==> src/hdl/target_azimuth_histogram_regs.svh <==
// constants for the target azimuth histogram: sizes, rates and window placement
`ifndef TARGET_AZIMUTH_HISTOGRAM_REGS_SVH
`define TARGET_AZIMUTH_HISTOGRAM_REGS_SVH
`define TAH_BIN_BITS       6
`define TAH_BIN_COUNT      64
`define TAH_COUNT_MAX      6'h3F
`define TAH_ANGLE_BITS     7
`define TAH_MCLK_HZ        200000000
`define TAH_CIRC_HZ        1639000
`define TAH_CIRC_DIV       (`TAH_MCLK_HZ / `TAH_CIRC_HZ)
`define TAH_CONV_NS        50000
`define TAH_CONV_CYCLES    ((`TAH_CONV_NS * (`TAH_MCLK_HZ / 1000000) + 999) / 1000)
`define TAH_SAMPLE_UNIT_MS 100
`define TAH_SAMPLE_UNIT_CYCLES (`TAH_SAMPLE_UNIT_MS * (`TAH_MCLK_HZ / 1000))
`define TAH_ADDR_BITS      9
`define TAH_HBIN_LSB       3
`define TAH_WIN_V_START    9'h000
`define TAH_WIN_V_END      9'h00F
`define TAH_SAMPLE_BITS    4
`endif

==> src/hdl/target_azimuth_histogram_pkg.sv <==
// types for the target azimuth histogram
`include "target_azimuth_histogram_regs.svh"
package target_azimuth_histogram_pkg;
  typedef enum logic [1:0] {
    ST_CLEAR    = 2'b00,
    ST_ACCUM    = 2'b01,
    ST_ALIGN    = 2'b10,
    ST_TRANSFER = 2'b11
  } phase_t;

  typedef logic [`TAH_BIN_COUNT-1:0][`TAH_BIN_BITS-1:0] binArray_t;

  typedef struct packed {
    logic [`TAH_ADDR_BITS-1:0] hAddr;
    logic [`TAH_ADDR_BITS-1:0] vAddr;
  } rasterAddr_t;

  typedef struct packed {
    logic [`TAH_BIN_BITS-1:0] level;
    logic                     window;
  } symbology_t;

  typedef struct packed {
    phase_t                    phase;
    logic                      enMeta;
    logic                      enSync;
    logic                      detMeta;
    logic                      detSync;
    logic                      detPrev;
    logic [`TAH_ANGLE_BITS-1:0] angMeta;
    logic [`TAH_ANGLE_BITS-1:0] angSync;
    logic [`TAH_SAMPLE_BITS-1:0] sampMeta;
    logic [`TAH_SAMPLE_BITS-1:0] sampSync;
    logic                      convBusy;
    logic [31:0]               convCnt;
    logic [`TAH_ANGLE_BITS-1:0] convAngle;
    logic [`TAH_BIN_BITS-1:0]  holdBin;
    logic                      holdValid;
    logic [15:0]               circCnt;
    logic [`TAH_BIN_BITS-1:0]  binCnt;
    logic [`TAH_BIN_BITS:0]    stepCnt;
    logic [35:0]               periodCnt;
    binArray_t                 accum;
    binArray_t                 buffer;
    symbology_t                sym;
  } state_t;
endpackage : target_azimuth_histogram_pkg

==> src/hdl/target_azimuth_histogram.sv <==
// target azimuth histogram: occurrence accumulator, smoothed buffer and symbology window
// What this block does
// logic runs only while the processing enable discrete is asserted.
// one angle conversion per detect pulse arriving while none is busy; angle ignored otherwise.
// each conversion yields a 6-bit unsigned azimuth bin number.
// accumulator holds 64 six-bit counts and circulates output back to input.
// accumulator cleared to zero at the start of every sample period.
// accumulator shifts one entry per 1.639 MHz circulation tick.
// 6-bit bin counter advances per shift, naming the bin at the output.
// latched bin matches counter: write back entry plus one, else unchanged.
// one full circulation is shorter than one angle conversion.
// period end halts, aligns with display buffer, then transfers all entries.
// new buffer entry is accumulator entry plus old entry, halved.
// sample period length set by the operator sample-period control.
// display buffer read in lockstep with display memory read addresses.
// read addresses decoded to symbology window; video shown, radar inhibited inside.
// all counters and timing derived from the single master clock.
// a full count saturates on a further match instead of wrapping.
// while disabled, symbology inactive and no stored contents change.
`timescale 1ns/1ps
module target_azimuth_histogram
  import target_azimuth_histogram_pkg::*;
#(
  parameter int CONV_CYCLES        = `TAH_CONV_CYCLES,
  parameter int SAMPLE_UNIT_CYCLES = `TAH_SAMPLE_UNIT_CYCLES,
  parameter int CIRC_DIV           = `TAH_CIRC_DIV
) (
  input  wire logic                        mclk,                     // master clock
  input  wire logic                        reset,                    // async reset, active high
  input  wire logic                        processingEnableDiscrete, // operator enable pin
  input  wire logic                        targetDetectPulse,        // one pulse per target
  input  wire logic [`TAH_ANGLE_BITS-1:0]  targetAngleInput,         // signed angle sample
  input  wire logic [`TAH_SAMPLE_BITS-1:0] samplePeriodControl,      // sample period setting
  input  wire rasterAddr_t                 readAddr,                 // display memory read address
  output symbology_t                       symbology                 // symbol level and window
);

  // ****************************************************************
  // elaboration checks
  // ****************************************************************
  generate
    // a conversion shorter than one circulation could replace a held bin before its entry comes round
    if (CIRC_DIV < 1 || CONV_CYCLES <= CIRC_DIV * `TAH_BIN_COUNT) begin : g_badConv
      $error("conversion must outlast one full accumulator circulation");
    end
    // the divider counter is 16 bits wide and the period needs a nonzero unit
    if (SAMPLE_UNIT_CYCLES < 1 || CIRC_DIV > 65535) begin : g_badTiming
      $error("timing parameters out of range");
    end
    // one bin counter value per accumulator entry
    if (`TAH_BIN_COUNT != (1 << `TAH_BIN_BITS)) begin : g_badBins
      $error("bin count must match the bin number width");
    end
  endgenerate

  localparam logic [31:0] CONV_LAST = 32'(CONV_CYCLES - 1);
  localparam logic [15:0] CIRC_LAST = 16'(CIRC_DIV - 1);

  // ****************************************************************
  // helpers
  // ****************************************************************
  // clamp the signed angle to the bin range, then offset so the most negative angle is bin zero
  function automatic logic [`TAH_BIN_BITS-1:0] angleToBin(input logic [`TAH_ANGLE_BITS-1:0] a);
    logic signed [`TAH_ANGLE_BITS-1:0] s;
    logic signed [`TAH_ANGLE_BITS-1:0] c;
    s = $signed(a);
    if (s < -7'sd32) begin
      c = -7'sd32;
    end else if (s > 7'sd31) begin
      c = 7'sd31;
    end else begin
      c = s;
    end
    angleToBin = 6'(c + 7'sd32);
  endfunction : angleToBin

  function automatic logic [`TAH_BIN_BITS-1:0] satInc(input logic [`TAH_BIN_BITS-1:0] v);
    satInc = (v == `TAH_COUNT_MAX) ? v : 6'(v + 6'h01);
  endfunction : satInc

  // one circulation step: entries move toward the output, e enters at the input end
  function automatic binArray_t shiftIn(input binArray_t a, input logic [`TAH_BIN_BITS-1:0] e);
    shiftIn = {a[`TAH_BIN_COUNT-2:0], e};
  endfunction : shiftIn

  // symbology band decode as an offset compare, so a zero start needs no always-true term
  function automatic logic windowHit(input logic [`TAH_ADDR_BITS-1:0] v);
    windowHit = 9'(v - `TAH_WIN_V_START) <= 9'(`TAH_WIN_V_END - `TAH_WIN_V_START);
  endfunction : windowHit

  // ****************************************************************
  // state
  // ****************************************************************
  state_t q;
  state_t d;
  logic [35:0]                periodLen;
  logic                       tick;
  logic                       detEdge;
  logic [`TAH_BIN_BITS-1:0]   outEntry;
  logic [`TAH_BIN_BITS:0]     smoothSum;
  logic [`TAH_BIN_BITS-1:0]   readBin;
  logic                       inWindow;

  // outputs come straight from the state register
  assign symbology = q.sym;

  // ****************************************************************
  // next state
  // ****************************************************************
  always_comb begin
    d         = q;
    periodLen = 36'(SAMPLE_UNIT_CYCLES) * 36'({28'h0, q.sampSync} + 36'h1);
    tick      = (q.circCnt == CIRC_LAST);
    detEdge   = q.detSync & ~q.detPrev;
    outEntry  = q.accum[`TAH_BIN_COUNT-1];
    smoothSum = {1'b0, outEntry} + {1'b0, q.buffer[q.binCnt]};
    readBin   = readAddr.hAddr[`TAH_HBIN_LSB +: `TAH_BIN_BITS];
    inWindow  = windowHit(readAddr.vAddr);

    // pin synchronisers
    d.enMeta   = processingEnableDiscrete;
    d.enSync   = q.enMeta;
    d.detMeta  = targetDetectPulse;
    d.detSync  = q.detMeta;
    d.detPrev  = q.detSync;
    d.angMeta  = targetAngleInput;
    d.angSync  = q.angMeta;
    d.sampMeta = samplePeriodControl;
    d.sampSync = q.sampMeta;

    // disabled: the machine holds and the output clears; only the pin synchronisers keep sampling
    if (!q.enSync) begin
      d.sym.level  = 6'h00;
      d.sym.window = 1'b0;
    end else begin
      // readout follows the raster address every cycle
      d.sym.window = inWindow;
      d.sym.level  = inWindow ? q.buffer[readBin] : 6'h00;

      // angle conversion, started once per detect pulse edge
      if (detEdge && !q.convBusy) begin
        d.convBusy  = 1'b1;
        d.convCnt   = 32'h0;
        d.convAngle = q.angSync;
      end else if (q.convBusy) begin
        d.convCnt = q.convCnt + 32'h1;
      end

      // circulation clock divider from the master clock
      d.circCnt = tick ? 16'h0 : 16'(q.circCnt + 16'h1);

      case (q.phase)
        ST_CLEAR: begin
          // zeros enter at the input while the old counts leave at the output
          d.accum   = shiftIn(q.accum, 6'h00);
          d.binCnt  = 6'(q.binCnt + 6'h01);
          d.stepCnt = 7'(q.stepCnt + 7'h01);
          if (q.stepCnt == 7'(`TAH_BIN_COUNT - 1)) begin
            d.phase     = ST_ACCUM;
            d.stepCnt   = 7'h00;
            d.periodCnt = 36'h0;
            d.circCnt   = 16'h0;
          end
        end
        ST_ACCUM: begin
          d.periodCnt = q.periodCnt + 36'h1;
          if (tick) begin
            d.binCnt = 6'(q.binCnt + 6'h01);
            // a held bin is counted only here; it waits through clear, align and transfer
            if (q.holdValid && q.holdBin == q.binCnt) begin
              d.accum     = shiftIn(q.accum, satInc(outEntry));
              d.holdValid = 1'b0;
            end else begin
              d.accum = shiftIn(q.accum, outEntry);
            end
          end
          if (q.periodCnt >= periodLen - 36'h1) begin
            d.phase = ST_ALIGN;
          end
        end
        ST_ALIGN: begin
          // spin the halted accumulator until bin zero sits at its output
          if (q.binCnt != 6'h00) begin
            d.accum  = shiftIn(q.accum, outEntry);
            d.binCnt = 6'(q.binCnt + 6'h01);
          end else begin
            d.phase   = ST_TRANSFER;
            d.stepCnt = 7'h00;
          end
        end
        ST_TRANSFER: begin
          // halving truncates; the 7-bit sum keeps the carry of two full counts
          d.buffer[q.binCnt] = smoothSum[`TAH_BIN_BITS:1];
          d.accum   = shiftIn(q.accum, outEntry);
          d.binCnt  = 6'(q.binCnt + 6'h01);
          d.stepCnt = 7'(q.stepCnt + 7'h01);
          if (q.stepCnt == 7'(`TAH_BIN_COUNT - 1)) begin
            d.phase   = ST_CLEAR;
            d.stepCnt = 7'h00;
          end
        end
        default: d.phase = ST_CLEAR;
      endcase

      // conversion done: latch the bin; a new result wins over a match clear
      if (q.convBusy && q.convCnt == CONV_LAST) begin
        d.convBusy  = 1'b0;
        d.holdBin   = angleToBin(q.convAngle);
        d.holdValid = 1'b1;
      end
    end
  end

  // ****************************************************************
  // registers
  // ****************************************************************
  always_ff @(posedge mclk or posedge reset) begin
    if (reset) begin
      q <= '0;
    end else begin
      q <= d;
    end
  end

endmodule : target_azimuth_histogram

==> config.mk <==
export PLATFORM = sky130hd
export DESIGN_NAME = target_azimuth_histogram
export DESIGN_NICKNAME = d
export VERILOG_FILES = /design/src/hdl/target_azimuth_histogram_pkg.sv /design/src/hdl/target_azimuth_histogram.sv
export VERILOG_INCLUDE_DIRS = /design/src /design/src/hdl
export SDC_FILE = /design/constraint.sdc
export NUM_CORES = 2
export LEC_CHECK = 0
export BUFFER_PORTS_ARGS = -buffer_cell sky130_fd_sc_hd__buf_2
export CORE_AREA = 10 10 392 394
export CTS_BUF_LIST = sky130_fd_sc_hd__clkbuf_2
export CTS_CLUSTER_SIZE = 20
export DETAILED_ROUTE_END_ITERATION = 7
export DIE_AREA = 0 0 402 404
export PLACE_DENSITY_LB_ADDON = 0.1
export SLEW_MARGIN = 20
export SYNTH_ARGS = -nofsm -noshare
export SYNTH_HDL_FRONTEND = slang
export SYNTH_SLANG_ARGS = --single-unit
==> constraint.sdc <==
create_clock -name mclk -period 58.4 [get_ports mclk]
set_clock_uncertainty 0.15 [all_clocks]
set_input_delay 11.68 -clock mclk [delete_from_list [all_inputs] [get_ports mclk]]
set_output_delay 11.68 -clock mclk [all_outputs]
set_load 0.1 [all_outputs]
==> reports/qor.txt <==
POWER AND IR DROP
-----------------------------------------------------------------------------------------------------
PD cells                                                                                 29.72 mW/mm^2
Worst voltage drop across the vdd grid                                                     0.01449 mV
Leakage                                                                                      23.07 nW

STA
-----------------------------------------------------------------------------------------------------
RSZ-0062 raised after global routing                                                            false
Pins over their slew limit                                                                          0
Clock period minus final worst setup slack                                                   14360 ps
Endpoints failing hold                                                                              0
Final total negative setup slack                                                                 0 ps
Slew at the pin with the worst max-slew slack                                                 1212 ps
Relative max-transition margin                                                                 0.1914
Final count of negative-setup-slack endpoints                                                       0
Final Cycle Share                                                                              0.2459
Top achievable clock speed                                                                0.06962 GHz

ROUTE
-----------------------------------------------------------------------------------------------------
Count of routing violations after the opening detailed-route iteration                           1972
DR vias                                                                                         31740
Average vias per placed instance                                                                4.848
Antenna-violating nets left                                                                         0
Detail-routed net length per standard cell                                                   18.73 um
DRC violations left                                                                                 0
Total wire length after detailed routing                                                    122600 um
Number of optimization iterations in the first detailed-route pass                                  5

CELLS AND AREA
-----------------------------------------------------------------------------------------------------
Total number of nets in the final design                                                         4597
Synth-to-Final Area Change                                                                     8.946%
Commonest cells after routing, fill and taps aside                                       sky130_fd_sc_hd__nand2_1 (1620), sky130_fd_sc_hd__dfrtp_1 (914), sky130_fd_sc_hd__clkbuf_2 (376)
FILL cells                                                                                      15230
Most common cell after layout, fill and taps aside                                       sky130_fd_sc_hd__nand2_1
Final std cells w/o fill                                                                         6546
Final cell utilization of the core                                                             0.3257
Fraction of final layout cells sized beyond drive strength 1                                   0.1693

DIE
-----------------------------------------------------------------------------------------------------
Area inside the core boundary                                                             0.1454 mm^2
Die width                                                                                      402 um
Number of ports placed on the die boundary                                                         40
Die Y                                                                                          404 um
Die Outline Area                                                                          0.1624 mm^2
Starting utilization of the core area                                                          0.2990
Total number of placement rows                                                                    140

CTS
-----------------------------------------------------------------------------------------------------
Clock sinks                                                                                       916
H-tree depth reported by CTS                                                                        5
Clock latency at the later pin of the worst-skew pair                                         1640 ps
Clock-pin slew on the worst setup and hold paths                                                90 ps
Clock tree from TritonCTS                                                                         yes
TritonCTS buffer count                                                                            281
Maximum buffer depth of the clock tree                                                              4
Hold buffers post-CTS                                                                               0
CTS root buffer                                                                          sky130_fd_sc_hd__clkbuf_2
Post CTS Setup Buffer Count                                                                         0
Cts repair resizes                                                                                  0

SYNTHESIS
-----------------------------------------------------------------------------------------------------
Combinational family with the most area after synthesis                                  simple AND/OR/NAND/NOR gates
Number of different library cells in the post-synthesis netlist                                    75
Number of synthesized register bits                                                               916
Fraction of synthesized area in multiplexers                                                  0.09977
Post-synthesis share of cell area spent on full adders, half adders and majority gates        0.02781
EDFF count, synth                                                                                   0
Main flop type after synthesis                                                           sky130_fd_sc_hd__dfrtp_1
Synthesized netlist net count                                                                    4527
Number of synthesis warnings                                                                        0
Average instance area after synthesis                                                      9.874 um^2
Basic-gate share of the synthesized area counting and, or, nand and nor cells                  0.1861
Post-synthesis async set-or-reset flop share                                                    1.000
Cell area after synthesis                                                                0.04347 mm^2
Seq/Total Area, Yosys                                                                          0.5273
Synth area leaders                                                                       sky130_fd_sc_hd__dfrtp_1 (53%), sky130_fd_sc_hd__nand2_1 (14%), sky130_fd_sc_hd__mux4_2 (7.0%)
Xor and xnor fraction of the mapped netlist area                                              0.02435
Synthesized netlist cell count                                                                   4402
Share of the synthesized area in the top cell type                                             0.5273
Synthesized-area fraction occupied by ao, oa, aoi and oai cells                               0.09862
Largest area contributor in the netlist                                                  sky130_fd_sc_hd__dfrtp_1

CRITICAL PATH
-----------------------------------------------------------------------------------------------------
Most used cell, CP                                                                       sky130_fd_sc_hd__buf_4
Startpoint type of the worst setup path                                                     input pin
Sequence of cells on the critical path                                                   buf_2 > inv_8 > buf_4 > buf_4 > buf_4 > buf_4
Worst Reg2Reg Path Length in Cells                                                                 27
Internal reg-to-reg setup slack                                                              50510 ps
Number of buffer and inverter instances along the worst setup path                                  6
Worst path max stage delay                                                                     870 ps
Data required time at the worst endpoint                                                     59830 ps
Capture instance of the worst register-to-register path                                  q[914]$_DFFE_PP0P_
Largest delay share family, worst path                                                   buffers and inverters
WS Path Type                                                                              in -> async
Crit-path max FO                                                                                  118
Crit. End Element                                                                           async pin
Cell with the largest stage delay on the worst path                                      sky130_fd_sc_hd__buf_4
R2R Path Start                                                                           q[887]$_DFF_PP0_
Arrival time of data at the critical path endpoint                                           15790 ps

PLACEMENT
-----------------------------------------------------------------------------------------------------
Placer's final routability congestion estimate                                                 0.7909
Post-Place Cells                                                                                 6105
Count of port buffers added during placement                                                       32
Post-detail-place hpwl                                                                       74420 um

GLOBAL ROUTING
-----------------------------------------------------------------------------------------------------
First-pass GRT wire length                                                                  194100 um
Vias in the first global route                                                                  32340
Global Route Usage Sum                                                                         0.1507
Antenna violations before repair                                                                    4
Maximum number of pins on one net before global-route repair                                      119
GRT Residual Overflow                                                                               0

HOLD PATH
-----------------------------------------------------------------------------------------------------
End of the worst hold path                                                               q[897]$_DFF_PP0_
Hold Crit Depth                                                                                     0
Hold path startpoint                                                                     d[897]$_DFF_PP0_
Classification of the worst-slack hold path                                                reg -> reg

RUN STATUS
-----------------------------------------------------------------------------------------------------
Result of the run                                                                        complete, no violations

FLOW RUN
-----------------------------------------------------------------------------------------------------
Count of maximum capacitance violations                                                             0

[metrics by stage]
stage	worst slack, ps	hold slack (ps)	area, um^2	power, mW
finish	44040	136.5	47360	1.407
global placement	42010	184.0	45160	0.9606
global route	43450	134.0	47350	1.500
detailed placement	42060	185.8	45160	0.9599
floorplan	20820	181.2	43470	0.8524
CTS	43880	137.1	47300	1.441
[kinds of logic after synthesis]
| family | count (synthesis) |
|---|---|
| compound gates | 677 |
| xor+xnor | 120 |
| fa+ha+maj | 94 |
| buf+inv | 344 |
| flops | 916 |
| mux | 249 |
| simple gates | 2002 |
[where the power goes]
part,leakage (nW),internal (mW),switching [mW]
sequential,12.7,0.644,0.0197
clock,1.70,0.179,0.282
combinational,8.69,0.0646,0.217
[cell type report]
class                      instances  area (um^2)  share of cell area
timing repair buffer              87        608.1             0.01284
tap                             1917         2399             0.05065
inverter                          44        172.7            0.003646
sequential                       916        22920              0.4841
clock buffer                     376         1882             0.03974
clock inverter                    54        262.8            0.005549
multi-input combinational       3142        19080              0.4030
antenna                           10        25.02           0.0005284
[Yosys cell counts, types with 19 or more instances]
library cell / n
sky130_fd_sc_hd__nand2b_1: 19
sky130_fd_sc_hd__inv_1: 42
sky130_fd_sc_hd__nand2_1: 1620
sky130_fd_sc_hd__buf_4: 56
sky130_fd_sc_hd__a31oi_1: 23
sky130_fd_sc_hd__o21ai_2: 60
sky130_fd_sc_hd__nor2_1: 138
sky130_fd_sc_hd__nand3_1: 54
sky130_fd_sc_hd__mux2_2: 85
sky130_fd_sc_hd__dfrtp_1: 916
sky130_fd_sc_hd__xnor2_1: 59
sky130_fd_sc_hd__mux2i_1: 26
sky130_fd_sc_hd__and3_1: 34
sky130_fd_sc_hd__xor2_1: 60
sky130_fd_sc_hd__nand4_1: 39
sky130_fd_sc_hd__ha_1: 87
sky130_fd_sc_hd__o21ai_0: 321
sky130_fd_sc_hd__a21oi_1: 56
sky130_fd_sc_hd__a21o_1: 19
sky130_fd_sc_hd__a221oi_1: 21
sky130_fd_sc_hd__a22oi_1: 99
sky130_fd_sc_hd__mux4_2: 135
sky130_fd_sc_hd__clkbuf_1: 207
sky130_fd_sc_hd__buf_1: 20
[state kept, by name (all words and copies together), names as in the netlist]
register,count
d,14
outEntry,6
q,889
symbology,7
[how the worst max path moves through the flow]
| stage | from | endpoint | depth (start not counted) |
|---|---|---|---|
| 2_1_floorplan | reset | d[887]$_DFF_PP0_ | 1 |
| 3_3_place_gp | reset | q[357]$_DFFE_PP0P_ | 6 |
| 3_5_place_dp | reset | q[357]$_DFFE_PP0P_ | 6 |
| 4_1_cts | reset | q[330]$_DFFE_PP0P_ | 6 |
| 5_1_grt | reset | q[335]$_DFFE_PP0P_ | 6 |
| 6_report | reset | q[330]$_DFFE_PP0P_ | 6 |
[per-layer routing]
| layer | GRT usage | vias up | routed length, um |
|---|---|---|---|
| met5 | 0 | - | 0 |
| met4 | 0.06720 | 0 | 4760 |
| met3 | 0.03288 | 320 | 6253 |
| met2 | 0.2305 | 746 | 54520 |
| met1 | 0.2039 | 15500 | 57050 |
| li1 | - | 15170 | - |
Note: power is estimated with default switching activity, not from simulation.
